$ cat config.mk
export PLATFORM = sky130hd
export DESIGN_NAME = ebp_dev_end_flat
export DESIGN_NICKNAME = d
export VERILOG_FILES = /design/src/common/ebp_pkg.sv /design/src/common/ebp_bus_if.sv /design/src/hdl/ebp_dev_end.sv /design/src/hdl/ebp_sync.sv /design/src/flat_wrapper.sv
export VERILOG_INCLUDE_DIRS = /design/src /design/src/common
export SDC_FILE = /design/constraint.sdc
export NUM_CORES = 1
export LEC_CHECK = 0
export ABC_CLOCK_PERIOD_IN_PS = 3400
export CORE_ASPECT_RATIO = 0.75
export CORE_UTILIZATION = 52
export CTS_CLUSTER_DIAMETER = 100
export DETAILED_ROUTE_END_ITERATION = 7
export DONT_BUFFER_PORTS = 1
export GPL_ROUTABILITY_DRIVEN = 0
export PLACE_DENSITY = 0.67
export SLEW_MARGIN = 20
export SYNTH_ARGS = -nofsm -noshare
export SYNTH_HDL_FRONTEND = slang
export SYNTH_SLANG_ARGS = --single-unit
export TNS_END_PERCENT = 20
$ cat constraint.sdc
create_clock -name sys_clk_i -period 3.4 [get_ports sys_clk_i]
set_input_delay 0.17 -clock sys_clk_i [delete_from_list [all_inputs] [get_ports sys_clk_i]]
set_output_delay 0.17 -clock sys_clk_i [all_outputs]
set_load 0.005 [all_outputs]
$ cat src/common/ebp_consts.svh
`ifndef EBP_CONSTS_SVH
`define EBP_CONSTS_SVH
`define EBP_ADDR_W 24
`define EBP_DATA_W 48
`define EBP_IADDR_W 28
`define EBP_BANK_LSB 26
`define EBP_ZERO_LSB 24
`define EBP_NBANKS 4
`define EBP_BANK_WORDS_ASYNC 32'h0100_0000
`define EBP_BANK_WORDS_SDRAM 32'h0400_0000
`define EBP_IPACK_NOPACK 2'h1
`define EBP_SEL_IDLE 4'hf
`define EBP_IOP_WAIT 2'h1
`define EBP_ACK_LAT 3'h4
`define EBP_DEV_PIN_IDLE 80'hfc
`define EBP_FAR_PIN_IDLE 29'h1e00_0001
`endif

$ cat src/common/ebp_pkg.sv
package ebp_pkg;
  typedef enum logic [3:0] {
    EBP_IDLE = 4'h1,
    EBP_ADDR = 4'h2,
    EBP_WAIT = 4'h4,
    EBP_DONE = 4'h8
  } ebp_state_t;
  typedef enum logic [1:0] {
    EBP_S_IDLE = 2'h1,
    EBP_S_WAIT = 2'h2
  } ebp_sstate_t;
endpackage

$ cat src/common/ebp_bus_if.sv
`timescale 1ns/10ps
`include "ebp_consts.svh"
interface ebp_bus_if;
  // device end drives; o/oe/i triples per pin group
  logic [23:0] addr_o;
  logic addr_oe;
  logic [23:0] addr_i;
  logic [47:0] data_o;
  logic data_oe;
  logic [47:0] data_i;
  logic [3:0] bank_select_n_o;
  logic bank_select_oe;
  logic [3:0] bank_select_n_i;
  logic rd_n_o;
  logic rd_oe;
  logic rd_n_i;
  logic ack_o;
  logic ack_oe;
  logic ack_i;
  logic suspend_bus_tristate_n;
  logic bus_master;
  // far end: memory, peripheral or another master
  logic [23:0] p_addr_o;
  logic p_addr_oe;
  logic [47:0] p_data_o;
  logic p_data_oe;
  logic p_rd_n_o;
  logic p_rd_oe;
  logic p_ack_o;
  logic p_ack_oe;
  modport dev (
    output addr_o, addr_oe, data_o, data_oe, bank_select_n_o, bank_select_oe, rd_n_o, rd_oe, ack_o, ack_oe,
    input addr_i, data_i, bank_select_n_i, rd_n_i, ack_i, suspend_bus_tristate_n, bus_master
  );
  modport far (
    output p_addr_o, p_addr_oe, p_data_o, p_data_oe, p_rd_n_o, p_rd_oe, p_ack_o, p_ack_oe,
    input addr_i, data_i, bank_select_n_i, rd_n_i, ack_i
  );
endinterface

$ cat src/hdl/ebp_dev_end.sv
`timescale 1ns/10ps
`include "ebp_consts.svh"
// Notes on behaviour
// - master drives address of each access
// - address lines are inputs during slave access
// - other masters reach only io registers
// - link data pins extend low data
// - packing field 0x1 with link ports off runs unpacked 48-bit
// - one low bank select, address decoded
// - banks fixed 16M or 64M words
// - async: selects change with address
// - sync: selects drop after ack seen
// - bits 25:24 zero for async banks, 27:26 pick bank
// - slave watches master's bank selects
// - master asserts read strobe on reads
// - outsider asserts strobe to read registers
// - only bus owner drives read strobe
// - inputs sampled on input clock
// - tristate when suspended or slave
// - halt during emulation, resume unaffected
// - far end holds ack low to wait
// - drive ack low on sync register access
module ebp_dev_end
  import ebp_pkg::*;
(
  input wire logic sys_clk_i,
  input wire logic rst_b_i,
  ebp_bus_if.dev bus,
  input wire logic req_i,
  input wire logic req_rd_i,
  input wire logic [27:0] req_addr_i,
  input wire logic [47:0] req_wdata_i,
  input wire logic sync_mode_i,
  input wire logic sdram_bank_i,
  input wire logic link_ports_off_i,
  input wire logic [1:0] instruction_packing_field_i,
  input wire logic emu_halt_i,
  input wire logic [47:0] iop_rdata_i,
  output logic req_ready_o,
  output logic done_o,
  output logic [47:0] rdata_o,
  output logic bad_addr_o,
  output logic unpacked_o,
  output logic iop_rd_o,
  output logic [23:0] iop_addr_o,
  output logic [3:0] watched_sel_n_o
);
  // ****************************************
  // state
  // ****************************************
  typedef struct packed {
    ebp_state_t st;
    ebp_sstate_t sst;
    logic [23:0] addr;
    logic [47:0] wdata;
    logic rd;
    logic [3:0] sel_n;
    logic rd_n;
    logic drive;
    logic done;
    logic [47:0] rdata;
    logic bad;
    logic unpacked;
    logic iop_rd;
    logic [23:0] iop_addr;
    logic [3:0] watched;
    logic [1:0] wcnt;
    logic ack_drv;
    logic [2:0] lat;
    logic ready;
    logic doe;
    logic [47:0] odata;
  } ebp_dev_t;
  ebp_dev_t s_q, s_d;

  // ****************************************
  // synchronised pins
  // ****************************************
  logic [23:0] addr_s;
  logic [47:0] data_s;
  logic [3:0] sel_s;
  logic rd_s, ack_s, suspend_bus_tristate_n_s, master_s;
  ebp_sync #(.W(24 + 48 + 4 + 4), .INIT(`EBP_DEV_PIN_IDLE)) u_sync (
    .sys_clk_i(sys_clk_i),
    .rst_b_i(rst_b_i),
    .d_i({bus.addr_i, bus.data_i, bus.bank_select_n_i, bus.rd_n_i, bus.ack_i,
          bus.suspend_bus_tristate_n, bus.bus_master}),
    .q_o({addr_s, data_s, sel_s, rd_s, ack_s, suspend_bus_tristate_n_s, master_s})
  );

  // one-hot low select from internal address
  function automatic logic [3:0] bank_dec(input logic [27:0] a);
    logic [3:0] r;
    r = `EBP_SEL_IDLE;
    r[a[27:26]] = 1'b0;
    return r;
  endfunction

  // bits 25:24 must be clear to reach an async bank
  function automatic logic addr_ok(input logic [27:0] a, input logic sd);
    // sdram banks span 64M words so bits 25:24 belong to the bank then
    return sd ? 1'b1 : (a[25:24] == 2'h0);
  endfunction

  logic may_run;
  // halted for emulation or suspended: no new access starts
  assign may_run = !emu_halt_i && suspend_bus_tristate_n_s && master_s;

  // ****************************************
  // next state
  // ****************************************
  always_comb begin
    s_d = s_q;
    s_d.done = 1'b0;
    s_d.iop_rd = 1'b0;
    s_d.watched = sel_s;
    s_d.unpacked = link_ports_off_i && (instruction_packing_field_i == `EBP_IPACK_NOPACK);
    s_d.drive = master_s && suspend_bus_tristate_n_s;
    case (s_q.st)
      EBP_IDLE: begin
        s_d.sel_n = `EBP_SEL_IDLE;
        s_d.rd_n = 1'b1;
        if (req_i && may_run) begin
          if (addr_ok(req_addr_i, sdram_bank_i)) begin
            s_d.addr = req_addr_i[23:0];
            s_d.wdata = req_wdata_i;
            s_d.rd = req_rd_i;
            s_d.sel_n = bank_dec(req_addr_i);
            s_d.rd_n = !req_rd_i;
            s_d.st = EBP_ADDR;
            s_d.lat = `EBP_ACK_LAT;
          end else begin
            s_d.bad = 1'b1;
            s_d.done = 1'b1;
          end
        end
      end
      EBP_ADDR: begin
        if (!emu_halt_i) begin
          s_d.st = EBP_WAIT;
        end
      end
      EBP_WAIT: begin
        // ack low stretches the access; asynchronous mode also waits on it
        if (s_q.lat != 3'h0) begin
          // the pulled-up idle ack means nothing until the far end's answer crossed both syncs
          s_d.lat = s_q.lat - 3'h1;
        end else if (ack_s && !emu_halt_i) begin
          s_d.rdata = data_s;
          if (sync_mode_i) begin
            s_d.sel_n = `EBP_SEL_IDLE;
            s_d.rd_n = 1'b1;
          end
          s_d.st = EBP_DONE;
        end
      end
      EBP_DONE: begin
        s_d.sel_n = `EBP_SEL_IDLE;
        s_d.rd_n = 1'b1;
        s_d.done = 1'b1;
        s_d.bad = 1'b0;
        s_d.st = EBP_IDLE;
      end
      default: begin
        s_d.st = EBP_IDLE;
      end
    endcase
    // slave side: outside master reads io registers
    case (s_q.sst)
      EBP_S_IDLE: begin
        s_d.ack_drv = 1'b0;
        if (!master_s && !rd_s) begin
          s_d.iop_addr = addr_s;
          s_d.iop_rd = 1'b1;
          s_d.wcnt = `EBP_IOP_WAIT;
          s_d.ack_drv = sync_mode_i;
          s_d.sst = EBP_S_WAIT;
        end
      end
      EBP_S_WAIT: begin
        if (s_q.wcnt != 2'h0) begin
          s_d.wcnt = s_q.wcnt - 2'h1;
        end else begin
          s_d.ack_drv = 1'b0;
          if (rd_s) begin
            s_d.sst = EBP_S_IDLE;
          end
        end
      end
      default: begin
        s_d.sst = EBP_S_IDLE;
      end
    endcase
    // pin-facing outputs are registered too, so none leaves through decode logic
    s_d.ready = (s_d.st == EBP_IDLE);
    s_d.doe = s_d.drive && (s_d.st != EBP_IDLE) && !s_d.rd;
    s_d.odata = s_d.rd ? iop_rdata_i : s_d.wdata;
  end

  always_ff @(posedge sys_clk_i or negedge rst_b_i) begin
    if (!rst_b_i) begin
      s_q <= '{st: EBP_IDLE, sst: EBP_S_IDLE, sel_n: `EBP_SEL_IDLE, rd_n: 1'b1, watched: `EBP_SEL_IDLE,
               ready: 1'b1, default: '0};
    end else begin
      s_q <= s_d;
    end
  end

  // ****************************************
  // pins and user outputs
  // ****************************************
  assign bus.addr_o = s_q.addr;
  assign bus.addr_oe = s_q.drive;
  assign bus.data_o = s_q.odata;
  assign bus.data_oe = s_q.doe;
  assign bus.bank_select_n_o = s_q.sel_n;
  assign bus.bank_select_oe = s_q.drive;
  assign bus.rd_n_o = s_q.rd_n;
  assign bus.rd_oe = s_q.drive;
  assign bus.ack_o = 1'b0;
  assign bus.ack_oe = s_q.ack_drv;
  assign req_ready_o = s_q.ready;
  assign done_o = s_q.done;
  assign rdata_o = s_q.rdata;
  assign bad_addr_o = s_q.bad;
  assign unpacked_o = s_q.unpacked;
  assign iop_rd_o = s_q.iop_rd;
  assign iop_addr_o = s_q.iop_addr;
  assign watched_sel_n_o = s_q.watched;
endmodule

$ cat src/hdl/ebp_sync.sv
`timescale 1ns/10ps
module ebp_sync #(
  parameter int W = 1,
  parameter logic [W-1:0] INIT = '0
) (
  input wire logic sys_clk_i,
  input wire logic rst_b_i,
  input wire logic [W-1:0] d_i,
  output logic [W-1:0] q_o
);
  logic [W-1:0] meta_q;
  // two-stage pin synchroniser; first stage feeds only the second
  // reset to the pins' idle levels so no false strobe or select follows reset
  always_ff @(posedge sys_clk_i or negedge rst_b_i) begin
    if (!rst_b_i) begin
      meta_q <= INIT;
      q_o <= INIT;
    end else begin
      meta_q <= d_i;
      q_o <= meta_q;
    end
  end
endmodule

$ cat src/flat_wrapper.sv
// flat-port wrapper written by rule: the top's interface ports become plain ports
module ebp_dev_end_flat import ebp_pkg::*;
  (sys_clk_i, rst_b_i, req_i, req_rd_i, req_addr_i, req_wdata_i, sync_mode_i, sdram_bank_i, link_ports_off_i, instruction_packing_field_i, emu_halt_i, iop_rdata_i, req_ready_o, done_o, rdata_o, bad_addr_o, unpacked_o, iop_rd_o, iop_addr_o, watched_sel_n_o, bus_addr_o, bus_addr_oe, bus_data_o, bus_data_oe, bus_bank_select_n_o, bus_bank_select_oe, bus_rd_n_o, bus_rd_oe, bus_ack_o, bus_ack_oe, bus_addr_i, bus_data_i, bus_bank_select_n_i, bus_rd_n_i, bus_ack_i, bus_suspend_bus_tristate_n, bus_bus_master);
  ebp_bus_if bus_i ();
  input wire logic sys_clk_i;
  input wire logic rst_b_i;
  input wire logic req_i;
  input wire logic req_rd_i;
  input wire logic [27:0] req_addr_i;
  input wire logic [47:0] req_wdata_i;
  input wire logic sync_mode_i;
  input wire logic sdram_bank_i;
  input wire logic link_ports_off_i;
  input wire logic [1:0] instruction_packing_field_i;
  input wire logic emu_halt_i;
  input wire logic [47:0] iop_rdata_i;
  output logic req_ready_o;
  output logic done_o;
  output logic [47:0] rdata_o;
  output logic bad_addr_o;
  output logic unpacked_o;
  output logic iop_rd_o;
  output logic [23:0] iop_addr_o;
  output logic [3:0] watched_sel_n_o;
  output wire logic [$bits(bus_i.addr_o)-1:0] bus_addr_o;
  output wire logic [$bits(bus_i.addr_oe)-1:0] bus_addr_oe;
  output wire logic [$bits(bus_i.data_o)-1:0] bus_data_o;
  output wire logic [$bits(bus_i.data_oe)-1:0] bus_data_oe;
  output wire logic [$bits(bus_i.bank_select_n_o)-1:0] bus_bank_select_n_o;
  output wire logic [$bits(bus_i.bank_select_oe)-1:0] bus_bank_select_oe;
  output wire logic [$bits(bus_i.rd_n_o)-1:0] bus_rd_n_o;
  output wire logic [$bits(bus_i.rd_oe)-1:0] bus_rd_oe;
  output wire logic [$bits(bus_i.ack_o)-1:0] bus_ack_o;
  output wire logic [$bits(bus_i.ack_oe)-1:0] bus_ack_oe;
  input wire logic [$bits(bus_i.addr_i)-1:0] bus_addr_i;
  input wire logic [$bits(bus_i.data_i)-1:0] bus_data_i;
  input wire logic [$bits(bus_i.bank_select_n_i)-1:0] bus_bank_select_n_i;
  input wire logic [$bits(bus_i.rd_n_i)-1:0] bus_rd_n_i;
  input wire logic [$bits(bus_i.ack_i)-1:0] bus_ack_i;
  input wire logic [$bits(bus_i.suspend_bus_tristate_n)-1:0] bus_suspend_bus_tristate_n;
  input wire logic [$bits(bus_i.bus_master)-1:0] bus_bus_master;
  assign bus_addr_o = bus_i.addr_o;
  assign bus_addr_oe = bus_i.addr_oe;
  assign bus_data_o = bus_i.data_o;
  assign bus_data_oe = bus_i.data_oe;
  assign bus_bank_select_n_o = bus_i.bank_select_n_o;
  assign bus_bank_select_oe = bus_i.bank_select_oe;
  assign bus_rd_n_o = bus_i.rd_n_o;
  assign bus_rd_oe = bus_i.rd_oe;
  assign bus_ack_o = bus_i.ack_o;
  assign bus_ack_oe = bus_i.ack_oe;
  assign bus_i.addr_i = bus_addr_i;
  assign bus_i.data_i = bus_data_i;
  assign bus_i.bank_select_n_i = bus_bank_select_n_i;
  assign bus_i.rd_n_i = bus_rd_n_i;
  assign bus_i.ack_i = bus_ack_i;
  assign bus_i.suspend_bus_tristate_n = bus_suspend_bus_tristate_n;
  assign bus_i.bus_master = bus_bus_master;
  ebp_dev_end u_core (.sys_clk_i(sys_clk_i), .rst_b_i(rst_b_i), .bus(bus_i), .req_i(req_i), .req_rd_i(req_rd_i), .req_addr_i(req_addr_i), .req_wdata_i(req_wdata_i), .sync_mode_i(sync_mode_i), .sdram_bank_i(sdram_bank_i), .link_ports_off_i(link_ports_off_i), .instruction_packing_field_i(instruction_packing_field_i), .emu_halt_i(emu_halt_i), .iop_rdata_i(iop_rdata_i), .req_ready_o(req_ready_o), .done_o(done_o), .rdata_o(rdata_o), .bad_addr_o(bad_addr_o), .unpacked_o(unpacked_o), .iop_rd_o(iop_rd_o), .iop_addr_o(iop_addr_o), .watched_sel_n_o(watched_sel_n_o));
endmodule
==> metrics.yaml <==
status:
  status: "finished, violations left"
  violations: "negative hold slack"
clock_tree:
  root_buffer: "clkbuf_16"
  clock_latency_ns: 0.51
  cts_tree: "done"
  cts_max_level: 2
  clkTransAtPathRegs_ns: 0.06
  ctsHoldBuffers: 210
  clockBufferDepth: 3
  ctsResizeCount: 0
  post_cts_buffers: 0
  clock_sinks: 381
  numCtsBuffers: 36
die:
  core-area_um2: 26200
  die_height_um: 144
  initial_core_util_pct: 53.5
  die-width_um: 191
  rows: 51
  dieArea_um2: 27600
  pin_count: 378
job:
  cap_viol_max_count: 0
routing:
  firstDrtPassIters: 5
  via_count: 7967
  drc_errors: 0
  drt_first_iter_violations: 463
  antenna_left: 0
  routedWlPerCell_um: 19.2
  vias_per_cell: 5.20
  wirelength_um: 29500
grt:
  grt_first_pass_wirelength_um: 44300
  gr-usage-met2_pct: 34.0
  antenna_found_initial: 0
  grt_max_degree: 382
  met1_usage_pct: 25.8
  top_usage_layer: "met2"
  grt_use_total_pct: 20.9
  grt_pass1_vias: 8102
  met3_usage_pct: 8.01
  grt-ovfl-total: 0
power:
  peakVddDrop_v: 0.000617
  powerDensity_nw_per_um2: 628
  power.total_uw: 10400
  power_frac_seq_pct: 52.6
  clkPwrFrac_pct: 38.4
  power_frac_comb_pct: 9.0
  sw_frac_of_total_pct: 23.6
  switchingPower_uw: 2440
  p_leak_uw: 0.00775
  intPower_uw: 7910
synthesis:
  avgSynthCellArea_um2: 12.6
  synth_fp_nets: 1325
  yosysWarnings: 0
  synth-seq-area-share_pct: 68.4
  ys_types: 43
  synthArstFlopShare_pct: 100
  synth_cells: 1108
  synth_edf_count: 0
  syn_area_um2: 14000
  synth_seq_cells: 381
  synth_ff_type: "dfrtp_1"
timing:
  hold_violations: 381
  final_max_slew_viol_count: 0
  finalSetupViolations: 0
  rsz0062_at_grt: "no"
  fmaxAchievable_mhz: 338
  max-slew-margin-rel_pct: 46.0
  period_share_pct: 87.0
  holdWs_ns: -0.632
  fin_setup_tns_ns: 0
  worstMarginPinSlew_ns: 0.807
  min_period_ns: 2.96
  fin_worst_skew_ns: 0.0135
setup_path:
  ff2ff_path_depth: 6
  cp-start-kind: "flop"
  crit_path_max_fanout: 123
  crit_required_ns: 3.84
  cp_data_arrival_time_ns: 3.39
  worst_setup_path_end_kind: "flop"
  path_class: "flop to flop"
finish:
  nets: 1380
  finalNonFillerCells: 1533
  num_antenna_cells: 0
  drive_gt1_share_pct: 13.5
  syn2layout_area_growth_pct: 17.8
hold_path:
  min_path_type: "primary input to async pin"
placement:
  place_inst: 1259
  port-buffer-count: 0
  dpl.hpwl_um: 16900
[sequential cells by signal, summed over array words and instances, names as in the netlist]
| name | count |
|---|---|
| u_core.bus.addr_o | 24 |
| u_core.req_ready_o | 1 |
| u_core.bus.bank_select_n_o | 4 |
| u_core.bad_addr_o | 1 |
| u_core.bus.data_o | 48 |
| u_core.unpacked_o | 1 |
| u_core.done_o | 1 |
| u_core.bus.addr_oe | 1 |
| u_core.iop_rd_o | 1 |
| u_core.rdata_o | 48 |
| u_core.s_q | 60 |
| u_core.u_sync.q_o | 80 |
| u_core.bus.ack_oe | 1 |
| u_core.watched_sel_n_o | 4 |
| u_core.bus.data_oe | 1 |
| u_core.bus.rd_n_o | 1 |
| u_core.u_sync.meta_q | 80 |
| u_core.iop_addr_o | 24 |
[cells in the final DEF (no fill, tap or decap), types with 2 or more instances in the layout]
cell and n:
nand2b_1 6, xor2_1 2, nor4b_1 2, buf_4 6, dfstp_2 24, mux2_2 67
clkbuf_16 38, nor2_1 8, mux2_1 9, nand2_1 228, buf_12 3, and4b_1 2
bufinv_16 2, o21ai_0 4, nand4b_1 2, dfrtp_1 356, o32ai_1 48, nand3b_1 2
nand3_1 4, ha_1 3, a21oi_1 50, clkbuf_8 6, dlygate4sd3_1 210, and2_1 2
nor2b_1 3, mux2i_1 2, inv_1 56, nor3_1 4, clkinv_2 6, nand4_1 2
clkbuf_1 11
[metal layers]
layer  wire, µm  vias up
met3       3050       61
met2      14200      379
met1      11500     3970
met4        784        0
met5          0        -
li1           -     3557
[through the flow]
stage          setup WS (ns)  util (%)  instance area, µm²  hold slack [ns]
6_report               0.441      63.0               16500           -0.632
5_1_grt                0.316      63.0               16500           -0.663
2_1_floorplan           1.11         -               14000           -0.126
3_3_place_gp           0.893      50.4               13200           -0.118
3_5_place_dp           0.845      50.4               13200           -0.117
4_1_cts                0.488      63.0               16500           -0.667
[synth_stat cells, drive strengths merged (4+ instances only)]
cell / count / area [µm²]
dfstp: 24 / 631
o21ai: 4 / 20.0
nor3: 6 / 41.3
buf: 169 / 1240
nand2b: 6 / 37.5
nor2: 8 / 30.0
dfrtp: 357 / 8930
clkbuf: 33 / 124
nand2: 229 / 860
nand3: 5 / 25.0
inv: 56 / 210
mux2: 76 / 856
o32ai: 48 / 420
a21oi: 50 / 250
[critical path, stage by stage, from the launching register on]
cell	delay, ns
dfstp_2	0.60
or4b_1	0.53
nor3_4	0.33
buf_12	0.40
o32ai_1	0.15
a21oi_1	0.17
dlygate4sd3_1	0.57
[cells by family after synthesis]
| kind of cell | share of synthesized area [%] |
|---|---|
| AOI/OAI and AO/OA | 5.53 |
| xor gates and xnor gates | 0.188 |
| muxes | 6.33 |
| adders and majority gates | 0.268 |
| other | 0.0268 |
| and+or+nand+nor | 8.06 |
| DFF | 68.4 |
| buffers and inverters | 11.2 |
[power groups by stage]
stage / clock (µW) / combinational, µW / sequential [µW]
after floorplan: 0 / 1040 / 5330
after global placement: 0 / 660 / 5500
after detailed placement: 0 / 687 / 5510
after CTS: 4080 / 902 / 5440
after global routing: 4260 / 1020 / 5520
final: 3980 / 930 / 5440
[final cells by class]
| cell class | count | area [µm²] |
|---|---|---|
| Fill cell | 1833 | 9680 |
| Sequential cell | 381 | 9570 |
| Multi-Input combinational cell | 469 | 2890 |
| Timing Repair Buffer | 219 | 2210 |
| Clock buffer | 55 | 1070 |
| Tap cell | 344 | 430 |
| Inverter | 56 | 210 |
| Clock inverter | 9 | 106 |
[path summary, 6_finish.rpt]
| kind | from | slack, ns | endpoint |
|---|---|---|---|
| max in group asynchronous | rst_b_i | 3.52 | u_core.bus.data_o[24] |
| min in group sys_clk_i | emu_halt_i | 0.04 | u_core.s_q[219] |
| worst min register to register | u_core.u_sync.meta_q[22] | 0.34 | u_core.u_sync.q_o[22] |
| worst min-delay path | rst_b_i | -0.63 | u_core.u_sync.meta_q[47] |
| worst max-delay path | u_core.s_q[217] | 0.44 | u_core.bus.data_o[19] |
| worst max register to register | u_core.s_q[217] | 0.44 | u_core.bus.data_o[19] |
Power figures use the tool's default switching activity.
